==> src/design/srwa_pkg.sv <==
package srwa_pkg;

  // detector, select, delay and result widths
  localparam int unsigned POS_W = 24;
  localparam int unsigned SEL_W = 4;
  localparam int unsigned DLY_W = 8;
  localparam int unsigned RES_W = 17;

  // register indices; byte address is four times the index
  localparam logic [9:0] IDX_CLK_CTRL = 10'h029;
  localparam logic [9:0] IDX_POS_LOW  = 10'h02c;
  localparam logic [9:0] IDX_POS_MID  = 10'h02d;
  localparam logic [9:0] IDX_POS_HIGH = 10'h02e;
  localparam logic [9:0] IDX_TAD      = 10'h030;
  localparam logic [9:0] IDX_CAL_EN   = 10'h031;
  localparam logic [9:0] IDX_CAL_CFG  = 10'h032;
  localparam logic [9:0] IDX_CAL_STAT = 10'h033;

  // field positions
  localparam int unsigned CTRL_SEL_LSB   = 0;
  localparam int unsigned CTRL_FINE_BIT  = 4;
  localparam int unsigned DLY_FINE_LSB   = 0;
  localparam int unsigned DLY_COARSE_LSB = 8;
  localparam int unsigned DLY_INV_BIT    = 16;
  localparam int unsigned EN_BIT         = 0;
  localparam int unsigned STAT_DONE_BIT  = 0;
  localparam int unsigned STAT_FAIL_BIT  = 1;
  localparam int unsigned STAT_BUSY_BIT  = 2;
  localparam int unsigned STAT_RES_LSB   = 8;

  // reset values and delay maximum
  localparam logic [3:0] RST_SEL       = 4'h0;
  localparam logic       RST_STEP_FINE = 1'b1;
  localparam logic [7:0] RST_CFG       = 8'h01;
  localparam logic [7:0] RST_DLY       = 8'h00;
  localparam logic [7:0] DLY_MAX       = 8'hff;

  // settling time after each delay step, least time so rounded up
  localparam int unsigned CLK_NS     = 20;
  localparam int unsigned SETTLE_NS  = 100;
  localparam int unsigned SETTLE_RAW = (SETTLE_NS + CLK_NS - 1) / CLK_NS;
  localparam logic [7:0]  SETTLE_CYC =
    8'((SETTLE_RAW < 1) ? 1 : SETTLE_RAW);

  typedef enum logic [3:0] {
    ST_IDLE   = 4'h1,
    ST_COARSE = 4'h2,
    ST_FINE   = 4'h4,
    ST_DONE   = 4'h8
  } srwa_state_e;

endpackage

==> src/design/srwa_position_detector.sv <==
`timescale 1ns/1ps
module srwa_position_detector (
  input  wire logic        clk_i,
  input  wire logic        rst_i,
  input  wire logic [23:0] tap_raw_i,
  output logic      [23:0] tap_sync_o,
  output logic      [23:0] flags_o
);

  typedef struct packed {
    logic [23:0] s1;
    logic [23:0] s2;
    logic [23:0] flags;
  } srwa_det_s;

  srwa_det_s   q_ff;
  srwa_det_s   nxt_q;
  logic [23:0] flag_calc;

  genvar k;
  generate
    for (k = 0; k < srwa_pkg::POS_W; k++)
    begin : g_pos
      if (k == 0 || k == srwa_pkg::POS_W - 1)
      begin : g_edge
        assign flag_calc[k] = 1'b1;
      end
      else
      begin : g_mid
        assign flag_calc[k] = (q_ff.s2[k] ^ q_ff.s2[k-1]) |
                              (q_ff.s2[k] ^ q_ff.s2[k+1]);
      end
    end
  endgenerate

  always_comb
  begin
    nxt_q       = q_ff;
    nxt_q.s1    = tap_raw_i;
    nxt_q.s2    = q_ff.s1;
    nxt_q.flags = flag_calc;
  end

  always_ff @(posedge clk_i)
  begin
    if (rst_i)
      q_ff <= '0;
    else
      q_ff <= nxt_q;
  end

  assign tap_sync_o = q_ff.s2;
  assign flags_o    = q_ff.flags;

  property p_flag_ends;
    @(posedge clk_i) disable iff (rst_i)
    !$past(rst_i, 1) |-> flags_o[0] && flags_o[23];
  endproperty
  a_flag_ends: assert property (p_flag_ends)
    else $error("outer position flags not set");

  property p_flag_live;
    @(posedge clk_i) disable iff (rst_i)
    !$past(rst_i, 1) && !$past(rst_i, 2) && !$past(rst_i, 3) |->
      flags_o[5] == (($past(tap_raw_i[5], 3) ^ $past(tap_raw_i[4], 3)) |
                     ($past(tap_raw_i[5], 3) ^ $past(tap_raw_i[6], 3)));
  endproperty
  a_flag_live: assert property (p_flag_live)
    else $error("position flag does not follow the taps");

endmodule

==> src/design/srwa_sysref_window_autocal.sv <==
// Implementation choice: the Wishbone register port.
`timescale 1ns/1ps
// Behaviour
// - detect reference position and keep one flag per delayed sample position
// - flag one means setup or hold risk there, zero means valid
// - software writes select index, device samples reference at that tap
// - select reaches positions 0 to 15 only, upper flags informational
// - flags 0 and 23 read as one, except in the first cycle after reset
// - step-fine bit zero gives coarse detector steps, one gives fine
// - enable starts delay search until clock fall meets reference rise
// - done flag raised when search ends, software polls it
// - found delay setting readable in calibration status
// - calibrated delay kept; manual tuning allowed once calibration disabled
// - search both polarities, choose smallest coarse delay
// - invert bit adds half period; coarse and fine have 256 settings
module srwa_sysref_window_autocal (
  input  wire logic        clk_i,
  input  wire logic        rst_i,
  input  wire logic        wb_cyc_i,
  input  wire logic        wb_stb_i,
  input  wire logic        wb_we_i,
  input  wire logic [31:0] wb_adr_i,
  input  wire logic [3:0]  wb_sel_i,
  input  wire logic [31:0] wb_dat_i,
  output logic      [31:0] wb_dat_o,
  output logic             wb_ack_o,
  input  wire logic [23:0] tap_raw_i,
  input  wire logic        clk_fall_leads_i,
  output logic      [3:0]  reference_sample_select_o,
  output logic             position_step_fine_o,
  output logic             sysref_captured_o,
  output logic             clock_invert_delay_o,
  output logic      [7:0]  aperture_coarse_delay_o,
  output logic      [7:0]  aperture_fine_delay_o,
  output logic             refcal_done_o
);

  typedef struct packed {
    srwa_pkg::srwa_state_e st;
    logic [31:0]           rdat;
    logic [16:0]           result;
    logic [15:0]           cnt;
    logic [7:0]            coarse, fine, cfg, best_coarse;
    logic [3:0]            sel;
    logic                  ack, step_fine, inv, en, done, fail;
    logic                  best_ok, best_inv, ph1, ph2, cap;
  } srwa_core_s;

  srwa_core_s  q_ff;
  srwa_core_s  nxt_q;
  logic [23:0] tap_sync, pos_flags;
  logic        req, mapped, wr_ctrl, wr_tad, wr_en, wr_cfg, launch;
  logic [9:0]  idx;
  logic [7:0]  cfg_eff;
  logic [15:0] settle_load;

  srwa_position_detector u_det (
    .clk_i      (clk_i),
    .rst_i      (rst_i),
    .tap_raw_i  (tap_raw_i),
    .tap_sync_o (tap_sync),
    .flags_o    (pos_flags)
  );

  assign req    = wb_cyc_i & wb_stb_i & ~q_ff.ack;
  assign idx    = wb_adr_i[11:2];
  assign mapped = (wb_adr_i[31:12] == 20'h00000);
  assign wr_ctrl = req & wb_we_i & mapped & wb_sel_i[0] &
                   (idx == srwa_pkg::IDX_CLK_CTRL);
  assign wr_tad  = req & wb_we_i & mapped & (idx == srwa_pkg::IDX_TAD);
  assign wr_en   = req & wb_we_i & mapped & wb_sel_i[0] &
                   (idx == srwa_pkg::IDX_CAL_EN);
  assign wr_cfg  = req & wb_we_i & mapped & wb_sel_i[0] &
                   (idx == srwa_pkg::IDX_CAL_CFG);
  assign launch  = wr_en & wb_dat_i[srwa_pkg::EN_BIT] & ~q_ff.en;
  // a zero config would skip the settling wait, so it counts as one
  assign cfg_eff = (q_ff.cfg == 8'h00) ? 8'h01 : q_ff.cfg;
  assign settle_load = 16'(srwa_pkg::SETTLE_CYC) * 16'(cfg_eff);

  always_comb
  begin
    logic       found, new_ok, new_inv;
    logic [7:0] cand, new_coarse;
    found      = 1'b0;
    cand       = 8'h00;
    new_ok     = q_ff.best_ok;
    new_inv    = q_ff.best_inv;
    new_coarse = q_ff.best_coarse;
    nxt_q      = q_ff;
    nxt_q.ph1 = clk_fall_leads_i;
    nxt_q.ph2 = q_ff.ph1;
    nxt_q.cap = tap_sync[q_ff.sel];
    // bus answer and read data, one cycle after the request
    nxt_q.ack  = req;
    nxt_q.rdat = 32'h00000000;
    if (req && !wb_we_i && mapped)
    begin
      case (idx)
        srwa_pkg::IDX_CLK_CTRL:
          nxt_q.rdat = {27'h0000000, q_ff.step_fine, q_ff.sel};
        srwa_pkg::IDX_POS_LOW:  nxt_q.rdat = {24'h000000, pos_flags[7:0]};
        srwa_pkg::IDX_POS_MID:  nxt_q.rdat = {24'h000000, pos_flags[15:8]};
        srwa_pkg::IDX_POS_HIGH: nxt_q.rdat = {24'h000000, pos_flags[23:16]};
        srwa_pkg::IDX_TAD:
          nxt_q.rdat = {15'h0000, q_ff.inv, q_ff.coarse, q_ff.fine};
        srwa_pkg::IDX_CAL_EN:   nxt_q.rdat = {31'h00000000, q_ff.en};
        srwa_pkg::IDX_CAL_CFG:  nxt_q.rdat = {24'h000000, q_ff.cfg};
        srwa_pkg::IDX_CAL_STAT:
          nxt_q.rdat = {7'h00, q_ff.result, 5'h00,
                        (q_ff.st == srwa_pkg::ST_COARSE) ||
                        (q_ff.st == srwa_pkg::ST_FINE),
                        q_ff.fail, q_ff.done};
        default:                nxt_q.rdat = 32'h00000000;
      endcase
    end
    // four bits reach taps 0 to 15
    if (wr_ctrl)
    begin
      nxt_q.sel = wb_dat_i[srwa_pkg::CTRL_SEL_LSB +: srwa_pkg::SEL_W];
      nxt_q.step_fine = wb_dat_i[srwa_pkg::CTRL_FINE_BIT];
    end
    if (wr_cfg)
      nxt_q.cfg = wb_dat_i[7:0];
    if (wr_tad && !q_ff.en)
    begin
      if (wb_sel_i[0])
        nxt_q.fine = wb_dat_i[srwa_pkg::DLY_FINE_LSB +: srwa_pkg::DLY_W];
      if (wb_sel_i[1])
        nxt_q.coarse = wb_dat_i[srwa_pkg::DLY_COARSE_LSB +: srwa_pkg::DLY_W];
      if (wb_sel_i[2])
        nxt_q.inv = wb_dat_i[srwa_pkg::DLY_INV_BIT];
    end
    if (wr_en)
      nxt_q.en = wb_dat_i[srwa_pkg::EN_BIT];
    if (q_ff.cnt != 16'h0000)
      nxt_q.cnt = q_ff.cnt - 16'h0001;
    case (q_ff.st)
      srwa_pkg::ST_IDLE: nxt_q.st = srwa_pkg::ST_IDLE;
      srwa_pkg::ST_COARSE:
      begin
        if (q_ff.cnt == 16'h0000)
        begin
          found = ~q_ff.ph2;
          cand  = (q_ff.coarse == 8'h00) ? 8'h00 : q_ff.coarse - 8'h01;
          if (found && (!q_ff.best_ok || cand < q_ff.best_coarse))
          begin
            new_ok     = 1'b1;
            new_inv    = q_ff.inv;
            new_coarse = cand;
          end
          nxt_q.best_ok     = new_ok;
          nxt_q.best_inv    = new_inv;
          nxt_q.best_coarse = new_coarse;
          nxt_q.cnt         = settle_load;
          if (!found && q_ff.coarse != srwa_pkg::DLY_MAX)
            nxt_q.coarse = q_ff.coarse + 8'h01;
          else if (!q_ff.inv)
          begin
            nxt_q.inv    = 1'b1;
            nxt_q.coarse = srwa_pkg::RST_DLY;
          end
          else if (new_ok)
          begin
            nxt_q.inv    = new_inv;
            nxt_q.coarse = new_coarse;
            nxt_q.fine   = srwa_pkg::RST_DLY;
            nxt_q.st     = srwa_pkg::ST_FINE;
          end
          else
          begin
            // no alignment in either polarity
            nxt_q.inv    = 1'b0;
            nxt_q.coarse = srwa_pkg::RST_DLY;
            nxt_q.fine   = srwa_pkg::RST_DLY;
            nxt_q.fail   = 1'b1;
            nxt_q.done   = 1'b1;
            nxt_q.result = '0;
            nxt_q.st     = srwa_pkg::ST_DONE;
          end
        end
      end
      srwa_pkg::ST_FINE:
      begin
        if (q_ff.cnt == 16'h0000)
        begin
          if (q_ff.ph2 && q_ff.fine != srwa_pkg::DLY_MAX)
          begin
            nxt_q.fine = q_ff.fine + 8'h01;
            nxt_q.cnt  = settle_load;
          end
          else
          begin
            nxt_q.done   = 1'b1;
            nxt_q.result = {q_ff.inv, q_ff.coarse, q_ff.fine};
            nxt_q.st     = srwa_pkg::ST_DONE;
          end
        end
      end
      srwa_pkg::ST_DONE: nxt_q.st = srwa_pkg::ST_DONE;
      default:           nxt_q.st = srwa_pkg::ST_IDLE;
    endcase
    // dropping enable mid-search leaves the delay where it stood, after any step due in that same cycle
    if (wr_en && !wb_dat_i[srwa_pkg::EN_BIT] &&
        q_ff.st != srwa_pkg::ST_DONE)
      nxt_q.st = srwa_pkg::ST_IDLE;
    if (launch)
    begin
      nxt_q.done        = 1'b0;
      nxt_q.fail        = 1'b0;
      nxt_q.best_ok     = 1'b0;
      nxt_q.best_inv    = 1'b0;
      nxt_q.best_coarse = srwa_pkg::RST_DLY;
      nxt_q.inv         = 1'b0;
      nxt_q.coarse      = srwa_pkg::RST_DLY;
      nxt_q.fine        = srwa_pkg::RST_DLY;
      nxt_q.cnt         = settle_load;
      nxt_q.st          = srwa_pkg::ST_COARSE;
    end
  end

  always_ff @(posedge clk_i)
  begin
    if (rst_i)
    begin
      q_ff           <= '0;
      q_ff.st        <= srwa_pkg::ST_IDLE;
      q_ff.sel       <= srwa_pkg::RST_SEL;
      q_ff.step_fine <= srwa_pkg::RST_STEP_FINE;
      q_ff.cfg       <= srwa_pkg::RST_CFG;
    end
    else
      q_ff <= nxt_q;
  end

  assign wb_dat_o                  = q_ff.rdat;
  assign wb_ack_o                  = q_ff.ack;
  assign reference_sample_select_o = q_ff.sel;
  assign position_step_fine_o      = q_ff.step_fine;
  assign sysref_captured_o         = q_ff.cap;
  assign clock_invert_delay_o      = q_ff.inv;
  assign aperture_coarse_delay_o   = q_ff.coarse;
  assign aperture_fine_delay_o     = q_ff.fine;
  assign refcal_done_o             = q_ff.done;

  property p_pos_read;
    @(posedge clk_i) disable iff (rst_i)
    req && !wb_we_i && wb_adr_i == 32'h000000b8 |=>
      wb_ack_o && wb_dat_o == {24'h000000, $past(pos_flags[23:16])};
  endproperty
  a_pos_read: assert property (p_pos_read)
    else $error("high position byte read wrong");
  property p_capture;
    @(posedge clk_i) disable iff (rst_i)
    !$past(rst_i, 1) |-> sysref_captured_o ==
      $past(tap_sync[reference_sample_select_o]);
  endproperty
  a_capture: assert property (p_capture)
    else $error("reference not sampled at selected tap");
  property p_step_fine;
    @(posedge clk_i) disable iff (rst_i)
    wr_ctrl |=> position_step_fine_o == $past(wb_dat_i[4]);
  endproperty
  a_step_fine: assert property (p_step_fine)
    else $error("step-fine bit not applied");
  property p_launch_clear;
    @(posedge clk_i) disable iff (rst_i)
    launch |=> !refcal_done_o && q_ff.st == srwa_pkg::ST_COARSE
      && aperture_coarse_delay_o == 8'h00 ##1 !refcal_done_o;
  endproperty
  a_launch_clear: assert property (p_launch_clear)
    else $error("launch did not clear done");
  property p_done_result;
    @(posedge clk_i) disable iff (rst_i)
    $rose(refcal_done_o) && !q_ff.fail |-> q_ff.result ==
      {clock_invert_delay_o, aperture_coarse_delay_o, aperture_fine_delay_o};
  endproperty
  a_done_result: assert property (p_done_result)
    else $error("result differs from applied delay");
  property p_done_cause;
    @(posedge clk_i) disable iff (rst_i)
    $rose(refcal_done_o) |-> $past(q_ff.st) == srwa_pkg::ST_FINE ||
      $past(q_ff.st) == srwa_pkg::ST_COARSE;
  endproperty
  a_done_cause: assert property (p_done_cause)
    else $error("done raised outside a search");
  property p_hold_tad;
    @(posedge clk_i) disable iff (rst_i)
    wr_tad && q_ff.en && q_ff.st == srwa_pkg::ST_DONE && !launch |=>
      $stable(aperture_fine_delay_o) && $stable(aperture_coarse_delay_o);
  endproperty
  a_hold_tad: assert property (p_hold_tad)
    else $error("manual write changed calibrated delay");
  property p_fine_entry;
    @(posedge clk_i) disable iff (rst_i)
    q_ff.st == srwa_pkg::ST_COARSE && nxt_q.st == srwa_pkg::ST_FINE |=>
      clock_invert_delay_o == q_ff.best_inv &&
      aperture_coarse_delay_o == q_ff.best_coarse &&
      aperture_fine_delay_o == 8'h00;
  endproperty
  a_fine_entry: assert property (p_fine_entry)
    else $error("fine sweep not started from best coarse");
  property p_coarse_step;
    @(posedge clk_i) disable iff (rst_i)
    q_ff.st == srwa_pkg::ST_COARSE && q_ff.cnt == 16'h0000 && q_ff.ph2
      && aperture_coarse_delay_o != 8'hff && !launch && !wr_en |=>
      aperture_coarse_delay_o == $past(aperture_coarse_delay_o) + 8'h01;
  endproperty
  a_coarse_step: assert property (p_coarse_step)
    else $error("coarse sweep did not advance");

  c_launch: cover property (@(posedge clk_i) disable iff (rst_i) launch);
  c_done_ok: cover property (@(posedge clk_i) disable iff (rst_i)
    $rose(refcal_done_o) && !q_ff.fail);
  c_fail: cover property (@(posedge clk_i) disable iff (rst_i)
    $rose(q_ff.fail));
  c_manual: cover property (@(posedge clk_i) disable iff (rst_i)
    wr_tad && !q_ff.en);

endmodule

==> config.mk <==
export PLATFORM = sky130hd
export DESIGN_NAME = srwa_sysref_window_autocal
export DESIGN_NICKNAME = d
export VERILOG_FILES = /design/src/design/srwa_pkg.sv /design/src/design/srwa_position_detector.sv /design/src/design/srwa_sysref_window_autocal.sv
export SDC_FILE = /design/constraint.sdc
export NUM_CORES = 1
export LEC_CHECK = 0
export ABC_AREA = 1
export BUFFER_PORTS_ARGS = -buffer_cell sky130_fd_sc_hd__buf_2
export CAP_MARGIN = 20
export CORE_MARGIN = 2
export CORE_UTILIZATION = 53
export CTS_BUF_LIST = sky130_fd_sc_hd__clkbuf_8
export DETAILED_ROUTE_END_ITERATION = 8
export PLACE_DENSITY = 0.75
export SYNTH_ARGS = -nofsm -noshare
export SYNTH_HDL_FRONTEND = slang
export SYNTH_HIERARCHICAL = 1
export SYNTH_SLANG_ARGS = --single-unit
==> constraint.sdc <==
create_clock -name clk_i -period 2.3 [get_ports clk_i]
set_input_delay 0.23 -clock clk_i [delete_from_list [all_inputs] [get_ports clk_i]]
set_output_delay 0.23 -clock clk_i [all_outputs]
set_load 0.01 [all_outputs]
# After elaboration in Yosys (flattened, before gate mapping)
# Cells that the tools add are included.
# Widths: inputs -> output; s select.
[classes] n_eq_ne=25 add_sub_neg=4 n_bitwise=62 n_reduce_logical=28 n_lt_le_gt_ge=2 n_mul=1 muxes=58
[ops] op="$pmux 25 s8" n=1
[ops] op="$mux 8" n=14
[ops] op="$eq 10x6->1 const B" n=8
[ops] op="$mux 17" n=4
[ops] op="$pmux 33 s2" n=1
[ops] op="$mux 16" n=4
[ops] op="$mux 49" n=1
[ops] op="$mux 33" n=1
[ops] op="$mux 4" n=7
[ops] op="$mux 27" n=1
[ops] op="$mux 24" n=1
[ops] op="$xor 1x1->1" n=23
[ops] op="$or 1x1->1" n=22
[ops] op="$logic_not 20->1" n=1
[ops] op="$add 8x1->8 const B" n=2
[ops] op="$logic_not 16->1" n=1
[ops] op="$logic_not 8->1" n=2
[ops] op="$ne 8x8->1 const B" n=2
[ops] op="$pmux 8 s2" n=1
[ops] op="$reduce_bool 16->1" n=1
[ops] op="$sub 16x1->16 const B" n=1
[ops] op="$reduce_and 5->1" n=3
[ops] op="$mux 1" n=14
[ops] op="$ne 4x3->1 const B" n=3
[ops] op="other kinds (25)" n=61
[totals] in_bits=98 regBits=188 output_inout_bits=57 wordCells=206

# Depth between registers and ports, before layout
[depth] ltp_word=15 mapped_depth=21 ltp_nobuf=21

# Cells and area by module
# The synthesis kept the hierarchy.
[by_module_without_submodules] module="srwa_sysref_window_autocal" instances=1 cells_each=1010 area_each_um2=6831.6 seq_area_each_um2=2182.1
[by_module_without_submodules] module="srwa_position_detector" instances=1 cells_each=290 area_each_um2=2303.5 seq_area_each_um2=1421.4

# Worst setup path before layout
# OpenSTA, ideal clock, no wires.
[synth_path] kind="register to register" startpoint="reg q_ff (netlist bit aperture_coarse_delay_o[0])" endpoint="reg q_ff (netlist bit aperture_coarse_delay_o[2])" t_required_ns=2.230 setup_time_ns=0.070 t_arrival_ns=2.310 period_less_slack_ns=2.380 n_path_buf=0 path_stages_with_launch=18 setup_slack_ns=-0.080 path_cell_list="dfxtp_1 inv_1 ha_1 nand2_1 nor2_1 inv_1 nand3_1 inv_1 ha_1 a21oi_1 nor2_1 a211oi_1 nand2_1 nand2_2 nand2_2 nand2_1 nand3_1 a21oi_1"
[synth_between] elab_chain_cells=13 word_cells_on_any_way=20 cone_classes="2 x add/sub; 1 x order compare; 1 x eq/ne; 12 x mux; 4 x reduce/logical"
[synth_lines] element="start: declaration" line_no="srwa_sysref_window_autocal.sv:49" rtl="srwa_core_s q_ff;"
[synth_lines] element="start signal: assignment" line_no="srwa_sysref_window_autocal.sv:232" rtl="q_ff <= nxt_q;"
[synth_lines] element="$sub 8x1->8 or $logic_not 8->1 (tied branches)" line_no="srwa_sysref_window_autocal.sv:144" rtl="cand = (q_ff.coarse == 8'h00) ? 8'h00 : q_ff.coarse - 8'h01;"
[synth_lines] element="$mux 8" line_no="srwa_sysref_window_autocal.sv:144"
[synth_lines] element="$lt 8x8->1" line_no="srwa_sysref_window_autocal.sv:145" rtl="if (found && (!q_ff.best_ok || cand < q_ff.best_coarse))"
[synth_lines] element="$logic_or 1x1->1" line_no="srwa_sysref_window_autocal.sv:145"
[synth_lines] element="$logic_and 1x1->1" line_no="srwa_sysref_window_autocal.sv:145"
[synth_lines] element="$mux 8 or $mux 1 (tied branches)" line_no="srwa_sysref_window_autocal.sv:145"
[synth_lines] element="$mux 8 or $mux 1 (tied branches)"
[synth_lines] element="$mux 8 or $mux 1 (tied branches)" line_no="srwa_sysref_window_autocal.sv:137" rtl="case (q_ff.st)"
[synth_lines] element="$mux 16" line_no="srwa_sysref_window_autocal.sv:162" rtl="else if (new_ok)"
[synth_lines] element="$mux 8" line_no="srwa_sysref_window_autocal.sv:157" rtl="else if (!q_ff.inv)"
[synth_lines] element="$mux 8 *" line_no="srwa_sysref_window_autocal.sv:155" rtl="if (!found && q_ff.coarse != srwa_pkg::DLY_MAX)"
[synth_lines] element="$mux 49 *" line_no="srwa_sysref_window_autocal.sv:141" rtl="if (q_ff.cnt == 16'h0000)"
[synth_lines] element="$mux 8 *" line_no="srwa_sysref_window_autocal.sv:137"
# Mark *: on every way between the ends. The rest lies on a longest branch, timed or not. The select of a mux whose other input is x is not followed.
# A chain may end at the register's enable or synchronous reset.

# Final worst setup path
[layout_path] startpoint="reg q_ff (netlist bit aperture_coarse_delay_o[1])" endpoint="reg q_ff[76] (netlist name)"
[layout_between] elab_chain_cells=10 word_cells_on_any_way=14 cone_classes="1 x add/sub; 1 x order compare; 3 x eq/ne; 4 x mux; 5 x reduce/logical"
[layout_lines] element="$sub 8x1->8 or $logic_not 8->1 (tied branches)" line_no="srwa_sysref_window_autocal.sv:144"
[layout_lines] element="$mux 8" line_no="srwa_sysref_window_autocal.sv:144"
[layout_lines] element="$lt 8x8->1" line_no="srwa_sysref_window_autocal.sv:145"
[layout_lines] element="$logic_or 1x1->1" line_no="srwa_sysref_window_autocal.sv:145"
[layout_lines] element="$logic_and 1x1->1" line_no="srwa_sysref_window_autocal.sv:145"
[layout_lines] element="$mux 1" line_no="srwa_sysref_window_autocal.sv:145"
[layout_lines] element="$mux 1" line_no="srwa_sysref_window_autocal.sv:141"
[layout_lines] element="$mux 1" line_no="srwa_sysref_window_autocal.sv:137"
[layout_lines] element="$ne 2x2->1 (no line)"
[layout_lines] element="$reduce_and 7->1 (no line) *"
# Marks and branches as above.

==> metrics.md <==
| Metric | Value |
|---|---|
| Outcome | `complete, but fails checks` |
| Failing checks | `negative setup slack` |
| Tcrit/Tclk final | `101.4%` |
| Dominant cells by area after synthesis | `dfxtp_1 39%, nand2_1 11%, inv_1 8.4%, nor2_1 6.6%, a21oi_1 5.7%` |
| Fin nets | `1592` |
| Gr ovfl total | `0` |
| Worst hold path class | `in2reg` |
| Critical path endpoint category | `flop` |
| # IOs | `between 150 and 200` |
| Minimum clock period | `between 2000 and 2500 ps` |
| Hold worst-path end | `wb_ack_o` |
| Area Growth Syn to Fin | `24.18%` |
| Async S/R FF share, synth | `0%` |
| DRC viols | `0` |
| Detailed-route wire length | `24250 um` |
| Proportion of layout cells with a drive suffix above 1 | `24.24%` |
| Starting Density | `between 50 and 60%` |
| Std-Cell Rows | `48` |
| Pin count of the biggest net entering global routing | `54` |
| Worst reg2reg startpoint | `aperture_coarse_delay_o[1]` |
| Syn Area/Cell | `7.027 um^2` |
| Crit path arrival time | `2740 ps` |
| Hold Path Depth | `2` |
| Num CTS Buffers | `17` |
| Clock tree buffer depth | `2` |
| WS Path Type | `reg2reg` |
| Maximum vdd drop | `0.4718 mV` |
| Worst hold path startpoint | `rst_i` |
| Non-Filler Instances | `around 1700` |
| Setup Skew | `roughly 12 ps` |
| DIE AREA | `approximately 0.018 mm^2` |
| Mean number of vias per cell | `5.178` |
| First-pass GRT wire length | `between 30000 and 40000 um` |
| Final worst slack | `-31.86 ps` |
| Drt first-iter violations | `about 600` |
| DRT Pass-1 Iters | `5` |
| Final setup viols | `4` |
| Clk sink count | `180` |
| Gr usage total | `25.88%` |
| Slew headroom | `a little over half` |
| Seq cells post-synth | `between 150 and 200` |
| Pleak | `about 5.3 nW` |
| FF-to-FF setup slack | `-30 ps` |
| Final Wtd Congestion | `approximately 0.92` |
| FMAX | `0.4288 GHz` |
| Post-synth top area share | `around 39%` |
| Clock Latency Late Sink | `~480 ps` |
| Storage cell area | `between 0.003 and 0.004 mm^2` |
| Chip height | `around 140 um` |
| Number of diodes | `0` |
| Cell taking the most area after synthesis | `dfxtp_1` |
| Worst setup SP type | `flop` |
| TritonCTS clock tree | `built` |
| Worst r2r path cells | `14` |
| Post-synthesis cell area | `roughly 0.009 mm^2` |
| Via count | `around 8900` |
| Syn. warnings | `6` |
| Port Buffers | `129` |
| Fillers | `around 1400` |
| Main synth FF type | `dfxtp_1` |
| CTS HTree Levels | `4` |
| CP Data Required Time | `~2700 ps` |
| Root Buffer | `clkbuf_8` |
| Core area | `approximately 0.017 mm^2` |
| CP Max Fanout | `6` |
| Post-synthesis sequential area ratio | `39.45%` |
| Area of the multi-input gates | `0.004604 mm^2` |
| WL/cell | `14.18 um` |
| Initial antenna violation count | `0` |
| Cells after synthesis | `1300` |
| Routed Antenna Nets | `0` |
| Synth unique cells | `52` |
| DPL Wire Length | `between 15000 and 20000 um` |
| Final hold violations | `0` |
| Post-synth EDFFs | `0` |
| Fin Hold WS | `between 20 and 30 ps` |
| RSZ-0062 raised after global routing | `true` |
| Max Cap Viol | `0` |
| Inst Count DP | `about 1600` |
| Final count of pins violating max slew | `0` |
| PwrDens | `630.3 mW/mm^2` |
| Worst flop-to-flop path endpoint | `q_ff[76]` |
| Clock slew at reported path FFs | `~110 ps` |
| Vias in the first global route | `just under 8000` |
| Tightest Pin Transition | `just over 700 ps` |
| Die extent in x | `about 140 um` |
-- through the flow --
stage	setup TNS [ps]	setup slack, ps	area (um^2)	util (%)	power (mW)
after floorplan	0	16.06	9160	-	4.583
final	-55.99	-31.86	11340	66.51	7.150
after global routing	-4021	-174.6	11340	66.51	7.561
after global placement	-89.78	-37.62	9947	58.32	4.966
after detailed placement	-888.2	-87.78	9947	58.32	4.991
after CTS	-520.1	-52.56	10950	64.21	7.170
-- where the power goes --
part           switching, mW  internal (mW)
clock network           1.32          0.833
registers              0.154           3.31
logic                  0.905          0.631
total                   2.38           4.77
-- state kept, by name (all words and copies together) (netlist names), 4 cells and up --
register                   cells
u_det/tap_sync_o              24
u_det/flags_o                 23
aperture_coarse_delay_o        8
reference_sample_select_o      4
q_ff                          58
aperture_fine_delay_o          8
wb_dat_o                      25
u_det/nxt_q                   24
-- cell type report --
class	instances	share of cell area [%]
Multi-Input combinational cell	820	40.59
Sequential cell	180	31.94
Timing Repair Buffer	238	14.17
Inverter	215	7.214
Tap cell	225	2.482
Clock buffer	17	2.063
Clock inverter	15	1.533
-- worst max-delay path: stages, from the launching register on --
cell and delay, ps:
dfxtp_4 400, buf_6 120, ha_4 140, nand2_4 50
nor2_4 150, nand3_4 110, o21ai_4 180, nand2_2 100
o21ai_4 180, nand2_4 80, a21oi_4 220, buf_6 150
buf_6 110, nand4_1 100, a21oi_1 160
-- kinds of logic (layout without fill, tap and decap cells) --
kind of cell               Yosys count  in the layout  synth area share (%)
AOI/OAI and AO/OA                  207            207                 13.30
other                                1              7               0.04105
DFF                                180            180                 39.45
xor gates and xnor gates            20             20                 1.917
and+or+nand+nor                    560            564                 26.57
buffers and inverters              310            485                 15.63
adders and majority gates           22             22                 3.095
-- repair_timing --
item / 4_1_cts / 5_1_grt
pin swaps: 27 / 31
setup endpoints to repair: 23 / 44
buffers inserted: 6 / 7
endpoints found under the hold margin: 25 / 0
gates cloned: 1 / 4
hold buffers: 33 / 0
gates resized for setup: 63 / 71
-- cells in the mapped netlist (3+ instances only) --
cell      number
a221oi_1       3
ha_1          21
dfxtp_1      180
nand2_1      259
xor2_1        16
nand3b_1       4
buf_6          6
buf_2         13
a21oi_1      104
o22ai_1        7
inv_1        205
nand3_1       53
o221ai_1       3
clkinv_1       6
nor4_1         8
buf_4         54
nand4_1       29
o21ai_0       39
clkbuf_1      20
nor2_1       161
nor2_4         4
o211ai_1      11
inv_2          4
nand2_2        5
a211oi_1      13
nor3_1        18
o31ai_1        4
nor2_2         5
or2_2          4
a22oi_1        9
xnor2_1        4
nand2_4        3
-- layout by cell type, fill, tap and decap left out, types with 14 or more instances in the layout --
cell type / instances
buf_4: 66
nand4_1: 29
xor2_1: 16
clkbuf_8: 17
dfxtp_1: 172
inv_1: 198
a21oi_1: 93
dlygate4sd3_1: 33
nand2_1: 238
nand2_4: 16
nor3_1: 16
nor2_1: 152
buf_2: 128
ha_1: 14
nand3_1: 38
o21ai_0: 36
-- worst max-delay path by stage --
stage	start	to	slack (ps)	cells after the start
2_1_floorplan	aperture_coarse_delay_o[0]	aperture_coarse_delay_o[2]	20	17
3_3_place_gp	aperture_coarse_delay_o[1]	aperture_coarse_delay_o[2]	-40	17
3_5_place_dp	aperture_coarse_delay_o[1]	aperture_coarse_delay_o[2]	-90	17
4_1_cts	aperture_coarse_delay_o[1]	q_ff[15]	-50	19
5_1_grt	aperture_coarse_delay_o[2]	q_ff[21]	-170	18
6_report	aperture_coarse_delay_o[1]	q_ff[76]	-30	14
-- metal layers --
layer / wire length [um] / track usage, % / up-vias
met5: 0 / 0 / -
met4: 713 / 10.94 / 0
met3: 1586 / 5.275 / 56
met2: 11910 / 44.84 / 351
met1: 10050 / 31.26 / 4014
li1: - / - / 4434
No activity file was read; power rests on OpenSTA's default activity.
